`config.mk`:
```
export PLATFORM = sky130hd
export DESIGN_NAME = exo_excitation
export DESIGN_NICKNAME = d
export VERILOG_FILES = /design/src/exo_pkg.sv /design/src/exo_aux_pins.sv /design/src/exo_excitation.sv
export SDC_FILE = /design/constraint.sdc
export NUM_CORES = 1
export LEC_CHECK = 0
export ABC_AREA = 1
export BUFFER_PORTS_ARGS = -buffer_cell sky130_fd_sc_hd__buf_2
export CAP_MARGIN = 10
export CORE_AREA = 4 4 41 43
export DETAILED_ROUTE_END_ITERATION = 12
export DIE_AREA = 0 0 45 47
export SLEW_MARGIN = 20
export SYNTH_ARGS = -nofsm -noshare
export SYNTH_HDL_FRONTEND = slang
export SYNTH_SLANG_ARGS = --single-unit
```
`constraint.sdc`:
```
create_clock -name core_clk -period 1 [get_ports core_clk]
set_input_delay 0.1 -clock core_clk [delete_from_list [all_inputs] [get_ports core_clk]]
set_output_delay 0.1 -clock core_clk [all_outputs]
set_load 0.02 [all_outputs]
```
`src/exo_pkg.sv`:
```
`default_nettype none
package exo_pkg;

  // Reset (power-on) values of the mode bits that steer this block
  localparam logic MODE_SELECT_RST   = 1'b0;
  localparam logic MODE_AUX_HI_RST   = 1'b0;
  localparam logic MODE_AUX_LO_RST   = 1'b0;
  localparam logic MODE_ALT_EXC_RST  = 1'b0;
  localparam logic MODE_CHOP_RST     = 1'b0;

  // Resting levels of the excitation pair
  localparam logic PHASE_REST_LEVEL  = 1'b1;
  localparam logic PHASE_N_REST      = 1'b0;

  // Non-overlap gap length in master clock cycles
  localparam int   GAP_CYCLES        = 1;

  // Mode bits as written over the serial interface
  typedef struct packed {
    logic aux_output_select;
    logic aux_output_high_bit;
    logic aux_output_low_bit;
    logic alternating_excitation_mode;
    logic chopping_mode;
  } exo_mode_type;

  // One tri-state pin as output and enable
  typedef struct packed {
    logic out;
    logic oe;
  } exo_pin_type;

  typedef enum logic [1:0] {
    EXO_REST,
    EXO_NORMAL,
    EXO_GAP,
    EXO_REVERSED
  } exo_state_type;

endpackage
`default_nettype wire

```
`src/exo_aux_pins.sv`:
```
`timescale 1ns/1ps
`default_nettype none
module exo_aux_pins
  import exo_pkg::*;
(
  // Clock and reset
  input  wire logic         core_clk,
  input  wire logic         reset,
  // Mode bits
  input  wire exo_mode_type mode,
  // Pin drive
  output exo_pin_type       secondary_input_pos_pin,
  output exo_pin_type       secondary_input_neg_pin
);

  exo_pin_type pos_ff, neg_ff, nxt_pos, nxt_neg;

  // Pins only driven in digital-output mode, else left to the analog front end
  always_comb begin
    nxt_pos.oe  = mode.aux_output_select;
    nxt_neg.oe  = mode.aux_output_select;
    nxt_pos.out = mode.aux_output_select & mode.aux_output_high_bit;
    nxt_neg.out = mode.aux_output_select & mode.aux_output_low_bit;
  end

  // Registered so pins never glitch on mode writes
  always_ff @(posedge core_clk) begin
    if (reset) begin
      pos_ff <= '0;
      neg_ff <= '0;
    end else begin
      pos_ff <= nxt_pos;
      neg_ff <= nxt_neg;
    end
  end

  assign secondary_input_pos_pin = pos_ff;
  assign secondary_input_neg_pin = neg_ff;

  a_aux_hi_follows: assert property (@(posedge core_clk) disable iff (reset)
    mode.aux_output_select |=> secondary_input_pos_pin.oe &&
      secondary_input_pos_pin.out == $past(mode.aux_output_high_bit))
    else $error("aux high pin does not follow its bit");
  a_aux_lo_follows: assert property (@(posedge core_clk) disable iff (reset)
    mode.aux_output_select |=> secondary_input_neg_pin.oe &&
      secondary_input_neg_pin.out == $past(mode.aux_output_low_bit))
    else $error("aux low pin does not follow its bit");
  a_aux_undriven: assert property (@(posedge core_clk) disable iff (reset)
    !mode.aux_output_select |=> !secondary_input_pos_pin.oe && !secondary_input_neg_pin.oe)
    else $error("aux pins driven in analog mode");
  c_aux_on: cover property (@(posedge core_clk) disable iff (reset)
    secondary_input_pos_pin.oe && secondary_input_pos_pin.out);

endmodule
`default_nettype wire

```
`src/exo_excitation.sv`:
```
`timescale 1ns/1ps
`default_nettype none
// Functional notes
// Output-select mode bit chooses analog pair or two digital outputs.
// In digital mode, positive secondary pin drives the high aux bit.
// In digital mode, negative secondary pin drives the low aux bit.
// Phase output high means normal excitation, low means reversed.
// Phase output stays high when alternating or chopping mode is off.
// Inverted phase output is the complement, toggling in anti-phase.
// Inverted phase output stays low when alternating or chopping is off.
// Never both high; each toggle has exactly one cycle both low.
// Reset returns mode bits and all outputs to power-on state.
// Outside digital mode, secondary pins are left undriven.
module exo_excitation
  import exo_pkg::*;
(
  // Clock and reset
  input  wire logic         core_clk,
  input  wire logic         reset,
  // Mode register write port
  input  wire logic         mode_write,
  input  wire exo_mode_type mode_wdata,
  // Phase toggle request from conversion sequencing
  input  wire logic         phase_toggle,
  // Mode readback
  output exo_mode_type      mode_bits,
  // Excitation pair
  output logic              excitation_phase,
  output logic              excitation_phase_n,
  // Secondary input pins
  output exo_pin_type       secondary_input_pos_pin,
  output exo_pin_type       secondary_input_neg_pin
);

  localparam exo_mode_type MODE_RST = '{MODE_SELECT_RST, MODE_AUX_HI_RST, MODE_AUX_LO_RST,
                                        MODE_ALT_EXC_RST, MODE_CHOP_RST};

  exo_mode_type  mode_ff, nxt_mode;
  exo_state_type state_ff, nxt_state;
  logic          gap_to_rev_ff, nxt_gap_to_rev;
  logic          phase_ff, nxt_phase;
  logic          phase_n_ff, nxt_phase_n;
  logic          toggling;
  logic [1:0]    gap_len_ff, nxt_gap_len;

  // Both alternating and chopping must be on before the pair may leave rest
  // Either bit alone off parks the pair, whatever the toggle input does
  assign toggling = mode_ff.alternating_excitation_mode & mode_ff.chopping_mode;

  // Mode bits
  always_comb begin
    nxt_mode = mode_write ? mode_wdata : mode_ff;
  end

  always_ff @(posedge core_clk) begin
    if (reset) begin
      mode_ff <= MODE_RST;
    end else begin
      mode_ff <= nxt_mode;
    end
  end

  // Phase sequencer; a toggle request during the gap is absorbed, the gap is fixed
  always_comb begin
    nxt_state      = state_ff;
    nxt_gap_to_rev = gap_to_rev_ff;
    unique case (state_ff)
      EXO_REST: begin
        if (toggling && phase_toggle) begin
          nxt_state      = EXO_GAP;
          nxt_gap_to_rev = 1'b1;
        end else if (toggling) begin
          nxt_state = EXO_NORMAL;
        end
      end
      EXO_NORMAL: begin
        if (!toggling) begin
          nxt_state = EXO_REST;
        end else if (phase_toggle) begin
          nxt_state      = EXO_GAP;
          nxt_gap_to_rev = 1'b1;
        end
      end
      EXO_REVERSED: begin
        if (!toggling) begin
          nxt_state = EXO_REST;
        end else if (phase_toggle) begin
          nxt_state      = EXO_GAP;
          nxt_gap_to_rev = 1'b0;
        end
      end
      EXO_GAP: begin
        if (!toggling) begin
          nxt_state = EXO_REST;
        end else begin
          nxt_state = gap_to_rev_ff ? EXO_REVERSED : EXO_NORMAL;
        end
      end
    endcase
  end

  // Outputs are decoded from the next state so they are registered
  always_comb begin
    nxt_phase   = PHASE_REST_LEVEL;
    nxt_phase_n = PHASE_N_REST;
    unique case (nxt_state)
      EXO_REST: begin
        nxt_phase   = PHASE_REST_LEVEL;
        nxt_phase_n = PHASE_N_REST;
      end
      EXO_NORMAL: begin
        nxt_phase   = 1'b1;
        nxt_phase_n = 1'b0;
      end
      EXO_REVERSED: begin
        nxt_phase   = 1'b0;
        nxt_phase_n = 1'b1;
      end
      EXO_GAP: begin
        nxt_phase   = 1'b0;
        nxt_phase_n = 1'b0;
      end
    endcase
  end

  always_ff @(posedge core_clk) begin
    if (reset) begin
      state_ff      <= EXO_REST;
      gap_to_rev_ff <= 1'b0;
      phase_ff      <= PHASE_REST_LEVEL;
      phase_n_ff    <= PHASE_N_REST;
    end else begin
      state_ff      <= nxt_state;
      gap_to_rev_ff <= nxt_gap_to_rev;
      phase_ff      <= nxt_phase;
      phase_n_ff    <= nxt_phase_n;
    end
  end

  // Gap watch for the checks below; a stalled gap is caught long before the wrap
  always_comb begin
    nxt_gap_len = 2'h0;
    if (state_ff == EXO_GAP) begin
      nxt_gap_len = gap_len_ff + 2'h1;
    end
  end

  always_ff @(posedge core_clk) begin
    if (reset) begin
      gap_len_ff <= 2'h0;
    end else begin
      gap_len_ff <= nxt_gap_len;
    end
  end

  // Leaving reversed for rest swaps both outputs on one edge; no gap is spent
  // there since the inverted output only falls, so the switches never overlap
  assign mode_bits          = mode_ff;
  assign excitation_phase   = phase_ff;
  assign excitation_phase_n = phase_n_ff;

  // Secondary pin drivers
  exo_aux_pins u_aux (
    .core_clk                (core_clk),
    .reset                   (reset),
    .mode                    (mode_ff),
    .secondary_input_pos_pin (secondary_input_pos_pin),
    .secondary_input_neg_pin (secondary_input_neg_pin)
  );

  // Checks
  a_no_overlap: assert property (@(posedge core_clk) disable iff (reset)
    !(excitation_phase && excitation_phase_n))
    else $error("both excitation outputs high");
  a_gap_one_cycle: assert property (@(posedge core_clk) disable iff (reset)
    (!excitation_phase && !excitation_phase_n && toggling) |=>
      (excitation_phase ^ excitation_phase_n) || !$past(toggling) || !toggling)
    else $error("non-overlap gap not one cycle");
  a_gap_length: assert property (@(posedge core_clk) disable iff (reset)
    state_ff == EXO_GAP |-> gap_len_ff < GAP_CYCLES)
    else $error("non-overlap gap too long");
  a_gap_before_rise: assert property (@(posedge core_clk) disable iff (reset)
    $rose(excitation_phase_n) |-> $past(!excitation_phase && !excitation_phase_n))
    else $error("inverted output rose without gap");
  // A rise after reset or after mode off is a return to rest, not a toggle
  a_gap_before_phase: assert property (@(posedge core_clk) disable iff (reset)
    $rose(excitation_phase) && $past(toggling) && !$past(reset) |->
      $past(!excitation_phase && !excitation_phase_n))
    else $error("phase output rose without gap");
  a_rest_levels: assert property (@(posedge core_clk) disable iff (reset)
    !toggling |=> excitation_phase && !excitation_phase_n)
    else $error("pair not at rest when mode off");
  a_rest_inverted: assert property (@(posedge core_clk) disable iff (reset)
    (!toggling)[*2] |-> !excitation_phase_n)
    else $error("inverted output not low at rest");
  a_complement_on: assert property (@(posedge core_clk) disable iff (reset)
    (state_ff == EXO_NORMAL || state_ff == EXO_REVERSED) |->
      excitation_phase == !excitation_phase_n)
    else $error("pair not complementary");
  a_toggle_sequence: assert property (@(posedge core_clk) disable iff (reset)
    (state_ff == EXO_NORMAL && toggling && phase_toggle) ##1 toggling |=>
      !excitation_phase && excitation_phase_n)
    else $error("toggle did not reach reversed phase");
  a_toggle_back: assert property (@(posedge core_clk) disable iff (reset)
    (state_ff == EXO_REVERSED && toggling && phase_toggle) ##1 toggling |=>
      excitation_phase && !excitation_phase_n)
    else $error("toggle did not return to normal phase");
  a_start_normal: assert property (@(posedge core_clk) disable iff (reset)
    state_ff == EXO_REST && !phase_toggle |=> excitation_phase && !excitation_phase_n)
    else $error("pair did not start in normal phase");
  a_mode_load: assert property (@(posedge core_clk) disable iff (reset)
    mode_write |=> mode_bits == $past(mode_wdata))
    else $error("mode bits did not take the written value");
  a_reset_rest: assert property (@(posedge core_clk)
    reset |=> excitation_phase && !excitation_phase_n && mode_bits == MODE_RST)
    else $error("reset did not restore power-on state");

  c_reversed: cover property (@(posedge core_clk) disable iff (reset)
    excitation_phase_n);
  c_gap: cover property (@(posedge core_clk) disable iff (reset)
    state_ff == EXO_GAP);
  c_toggle_in_gap: cover property (@(posedge core_clk) disable iff (reset)
    state_ff == EXO_GAP && toggling && phase_toggle);
  c_back_normal: cover property (@(posedge core_clk) disable iff (reset)
    excitation_phase_n ##1 !excitation_phase_n ##1 excitation_phase);

endmodule
`default_nettype wire

```
# == After elaboration in Yosys (flattened, before gate mapping) ==
# Index checks and enable logic that the tools add are counted.
# Widths: inputs -> output; s select.
# totals
word_cells,50
register_bits,13
out_inout_bits,11
input_bits,9
# op_classes
n_reduce_logical,9
n_mux,15
eq_ne,11
bitwise_logic,3
# ops
cell,n
$mux 2,6
$ne 2x2->1 const B,5
$eq 2x2->1 const B,4
$pmux 2 s3,1
$reduce_and 6->1,1
$reduce_or 2->1,3
$mux 1,5
$eq 2x1->1 const B,2
$logic_not 2->1,2
$pmux 1 s2,2
$and 1x1->1,3
$pmux 1 s3,1
$reduce_bool 3->1,1
$reduce_or 3->1,1
$logic_and 1x1->1,1

# == Logic depth before layout (Yosys ltp) ==
# depth
ltp_word,7
mapped_depth,6
depth_no_buf,6

# == Hierarchy ==
# Synthesis repeated with hierarchy kept, for this count alone.
# hier_totals
hier_cells,61
hier_area_um2,480.5
# modules_own_cells
mod,seq_area_each_um2,cells_each,instances,area_each_um2
exo_excitation,200.2,51,1,390.4
exo_aux_pins,60.1,10,1,90.1

# == Least setup slack after synthesis ==
# No wires, ideal clock.
# synth_path
path_kind,reg2reg
start,"reg mode_ff, in the netlist mode_bits[1]"
end,reg phase_ff (netlist: excitation_phase)
setup_slack_ps,36
arrival_time_ps,846
path_buffers,0
path_stages_with_launch,6
path_cell_list,dfxtp_1 > nand2_2 > nor2_4 > nand2_2 > nand2_2 > nand2_2
# synth_between
elab_chain_len,7
# synth_rtl
element,line_no,text
start: declaration,exo_excitation.sv:38,"exo_mode_type mode_ff, nxt_mode;"
start signal: assignment,exo_excitation.sv:59,mode_ff <= nxt_mode;
$and 1x1->1 *,exo_excitation.sv:48,assign toggling = mode_ff.alternating_excitation_mode & mode_ff.chopping_mode;
$mux 2 or $logic_and 1x1->1 (tied branches),"exo_excitation.sv:72, exo_excitation.sv:69",
$mux 2,exo_excitation.sv:69,if (toggling && phase_toggle) begin
$pmux 2 s3 *,exo_excitation.sv:67,unique case (state_ff)
$eq 2x2->1 (tied with other cells),exo_excitation.sv:106,unique case (nxt_state)
$reduce_or 2->1 (no line),n/a,
$pmux 1 s2 *,exo_excitation.sv:106,
end signal: assignment,exo_excitation.sv:135,phase_ff <= nxt_phase;
end: declaration,exo_excitation.sv:41,"logic phase_ff, nxt_phase;"
# Every way passes the cells marked *; elsewhere a longest branch is shown, timed or not.
# A chain may end at the register's enable or synchronous reset.

# == Worst setup path in the final report ==
# layout_path
start,"reg mode_ff, in the netlist mode_bits[1]"
end,out mode_bits[1] (netlist name)
# layout_lines
element,line_no,text
end: declaration,exo_excitation.sv:26,"output exo_mode_type mode_bits,"
# No word-level cell between the ends.

==> summary by stage <==
Status
The run finished with clean final reports.

Drt
The first routing iteration left 7 violations. The DRC violation count after routing is 0. The number of nets with antenna violations after routing is 0. The post-detailed-route via-to-cell ratio is ~4.3. The first TritonRoute pass finished after 2 iterations. The routed wirelength normalized by instance count is about 9.9 um.

Wires add up to approximately 950 um. The count of vias placed by the detailed router is about 420.

Placement
Summing all placed instances gives a cell area of 583.1 um2. The wire-length estimate of the detail-placed layout is 728.9 um. Routability-driven placement finished with a final weighted congestion of approximately 0.85. In this run the tool buffered the top-level ports with 19 buffer cells.

Synthesis
A synthesized cell averages a little over 8 um2. After technology mapping, the gate count stands at 60. Of the synthesized area, sequential elements account for 0.5375. The number of distinct standard cells referenced by the synthesized netlist is 15.

The net count after synthesis is between 60 and 70. The synthesized netlist occupies a cell area of approximately 480 um2. The post-synthesis sequential element count is 13. The number of warnings reported in the yosys synthesis log is 0.

Final layout
The relative area change from synthesis to final layout is 26.36%. The net count reported at finish is 91. The cell area after layout is ~610 um2. The repair_antennas step left the layout with diodes totalling 0. In the final layout, the multi-input gates occupy roughly 170 um2. The filler cell count is about 150.

The ratio of cells with drive above 1 in the final layout is 0.4198. Across the whole layout, storage elements account for roughly 260 um2.

Pwr
The power density of the placed cells is around 1600 nW/um2. The worst ir drop on vdd is 994.5 uV. For this design the static power due to leakage is between 0.3 and 0.4 nW.

Clocking
The number of buffers inserted during clock tree synthesis is 3. The post-CTS repair timing setup buffer count is 0. The hold buffer count at cts is 0. CTS built an H-tree with a depth of 1.

The clock latency on the worst-skew pair is roughly 260 ps. The maximum number of buffers from clock root to sink is 2. The tree is rooted in a sky130_fd_sc_hd__clkbuf_4. TritonCTS built the clock tree. For this design, the sink count on the clock tree is 13. After clock tree synthesis, the clock-pin slew on the worst setup and hold paths is about 80 ps.

Flow run
Across the run, the number of max-cap violations was 0.

STA
The post-route fraction of the period consumed by the critical path is 0.9238. Derived from the worst setup path, the maximum achievable clock frequency is 1082 MHz. Setup repair after global routing left no endpoint under its margin.

The worst path in the final design needs a cycle of 923.8 ps, including I/O delays and setup. The final hold violation count is 0. The worst max-slew margin expressed relative to the limit is 0.8607. Across the routed clock network, the largest skew measured is between 2 and 3 ps. The number of max-slew violations in the final report is 0. The final setup violation count is 0. The tightest hold margin is approximately 48 ps. The pin slew with the least headroom to its limit is between 200 and 250 ps.

The sum of negative setup slack is 0 ps.

Worst setup path
The element type at the critical path start is a flop. The maximum fanout along the worst path is 4. The critical path goes through buf_2. The largest delay contributor family on the critical path is flip-flops. The buffering stage count on the worst path with inverters included is 1. The endpoint of the worst register-to-register path is excitation_phase$_SDFF_PP1_. The signal arrival time at the worst endpoint is roughly 820 ps. In this run the number of cells on the critical path is 1. For the worst setup path, the data required time is around 900 ps.

The number of cells on the worst reg-to-reg path is 5. The type of the setup path with the least slack is flop to output pin. The delay of the slowest cell on the worst path is about 380 ps. The slowest cell on the critical path is sky130_fd_sc_hd__dfxtp_1. The worst setup path is captured at an output pin. The endpoint of the worst setup timing path is mode_bits[1]. The critical path startpoint is mode_bits[1]$_SDFFE_PP0P_. The slack of the worst reg-to-reg path is around 150 ps. The reg-to-reg critical path startpoint is mode_bits[1]$_SDFFE_PP0P_.

Hold path
In this run the most critical hold path is launched from reset. The class of the most critical hold timing path is primary input to flop.

Global route
The pin count of the biggest net entering global routing is 9. The global-route wire length before repair is 1531 um. The all-layer global routing usage is 0.1031. The via count of the first global-routing pass is roughly 380.

The overall overflow remaining after global route is 0. The initial antenna violation count is 0.

Floorplan
The core outline area is approximately 1300 um2. The die is around 45 um wide. The floorplan step defined a die boundary enclosing ~2100 um2. The initial utilization of the core area, before any placement, comes to 0.3721. The floorplan has 13 rows. The die height is about 47 um. The number of I/O pins is 20.
[layer usage]
metal	wire, um	GRT usage	share of wire
met1	447	0.1195	0.47
met2	440	0.1695	0.46
met3	49	0.03448	0.052
met4	13	0.05263	0.014
met5	0	0	0
[sequential cells by signal, indices dropped and copies added (netlist names)]
name,flops
excitation_phase,1
excitation_phase_n,1
gap_to_rev_ff,1
mode_bits,5
state_ff,2
u_aux.secondary_input_neg_pin,2
u_aux.secondary_input_pos_pin,1
[final cells by class]
type	instances	area share
multi-input cells	35	0.2802
well taps	15	0.03067
flip-flops and latches	13	0.4274
clock buffers	3	0.03681
repair buffers	19	0.1554
inverters	10	0.06135
clock inverters	1	0.008180
[per-stage QoR]
stage	std cells	setup WS, ps	utilization	power (mW)
finish	96	76.17	0.4702	0.9738
global route	96	7.253	0.4702	1.030
CTS	96	49.19	0.4692	0.9830
detailed placement	92	155.7	0.4481	0.6711
global placement	92	159.7	0.4481	0.6704
floorplan	60	36.30	-	0.6305
[report_power, final]
part	leakage (nW)	switching (mW)	internal, mW
clock	0.0177	0.168	0.148
combinational	0.192	0.0687	0.0388
sequential	0.107	0.0134	0.538
[repair_timing]
action,4_1_cts,5_1_grt
endpoints found under the setup margin,0,1
gates resized for setup,0,1
hold endpoints to repair,0,0
[kinds of logic after synthesis]
| kind of cell | synth area share |
|---|---|
| and+or+nand+nor | 0.2610 |
| DFF | 0.5375 |
| AOI/OAI and AO/OA | 0.09302 |
| buffers and inverters | 0.1085 |
[Yosys cell counts]
master | n | area, um2
sky130_fd_sc_hd__nand2_1 | 8 | 30.03
sky130_fd_sc_hd__o21ai_0 | 3 | 15.01
sky130_fd_sc_hd__a21oi_1 | 4 | 20.02
sky130_fd_sc_hd__inv_2 | 4 | 15.01
sky130_fd_sc_hd__nor2_4 | 1 | 11.26
sky130_fd_sc_hd__nor2_1 | 9 | 33.78
sky130_fd_sc_hd__o21ai_1 | 2 | 10.01
sky130_fd_sc_hd__nand2_2 | 4 | 25.02
sky130_fd_sc_hd__buf_4 | 2 | 15.01
sky130_fd_sc_hd__nor3_1 | 1 | 5.000
sky130_fd_sc_hd__nand4_1 | 1 | 6.260
sky130_fd_sc_hd__nand3_1 | 1 | 5.000
sky130_fd_sc_hd__inv_1 | 6 | 22.52
sky130_fd_sc_hd__dfxtp_1 | 13 | 260.3
sky130_fd_sc_hd__nand3_2 | 1 | 10.01
[worst min-delay path by stage]
stage | depth (start not counted) | slack (ps) | end
2_1_floorplan | 1 | 170 | gap_to_rev_ff$_SDFFE_PP0P_
3_3_place_gp | 3 | 320 | mode_bits[3]$_SDFFE_PP0P_
3_5_place_dp | 3 | 330 | mode_bits[3]$_SDFFE_PP0P_
4_1_cts | 2 | 40 | gap_to_rev_ff$_SDFFE_PP0P_
5_1_grt | 2 | 40 | gap_to_rev_ff$_SDFFE_PP0P_
6_report | 2 | 50 | gap_to_rev_ff$_SDFFE_PP0P_
[placed cells by master (no fill, tap or decap)]
cell	synthesis	routed
sky130_fd_sc_hd__a21oi_1	4	4
sky130_fd_sc_hd__buf_2	0	19
sky130_fd_sc_hd__clkbuf_4	0	3
sky130_fd_sc_hd__clkinv_2	0	1
sky130_fd_sc_hd__dfxtp_1	13	12
sky130_fd_sc_hd__dfxtp_2	0	1
sky130_fd_sc_hd__inv_1	6	6
sky130_fd_sc_hd__inv_2	4	4
sky130_fd_sc_hd__nand2_1	8	8
sky130_fd_sc_hd__nand2_2	4	4
sky130_fd_sc_hd__nand3_1	1	1
sky130_fd_sc_hd__nand3_2	1	1
sky130_fd_sc_hd__nand4_1	1	1
sky130_fd_sc_hd__nor2_1	9	9
sky130_fd_sc_hd__nor2_4	1	1
sky130_fd_sc_hd__nor3_1	1	1
sky130_fd_sc_hd__o21ai_0	3	3
sky130_fd_sc_hd__o21ai_1	2	2
Note: power is estimated with default switching activity, not from simulation.
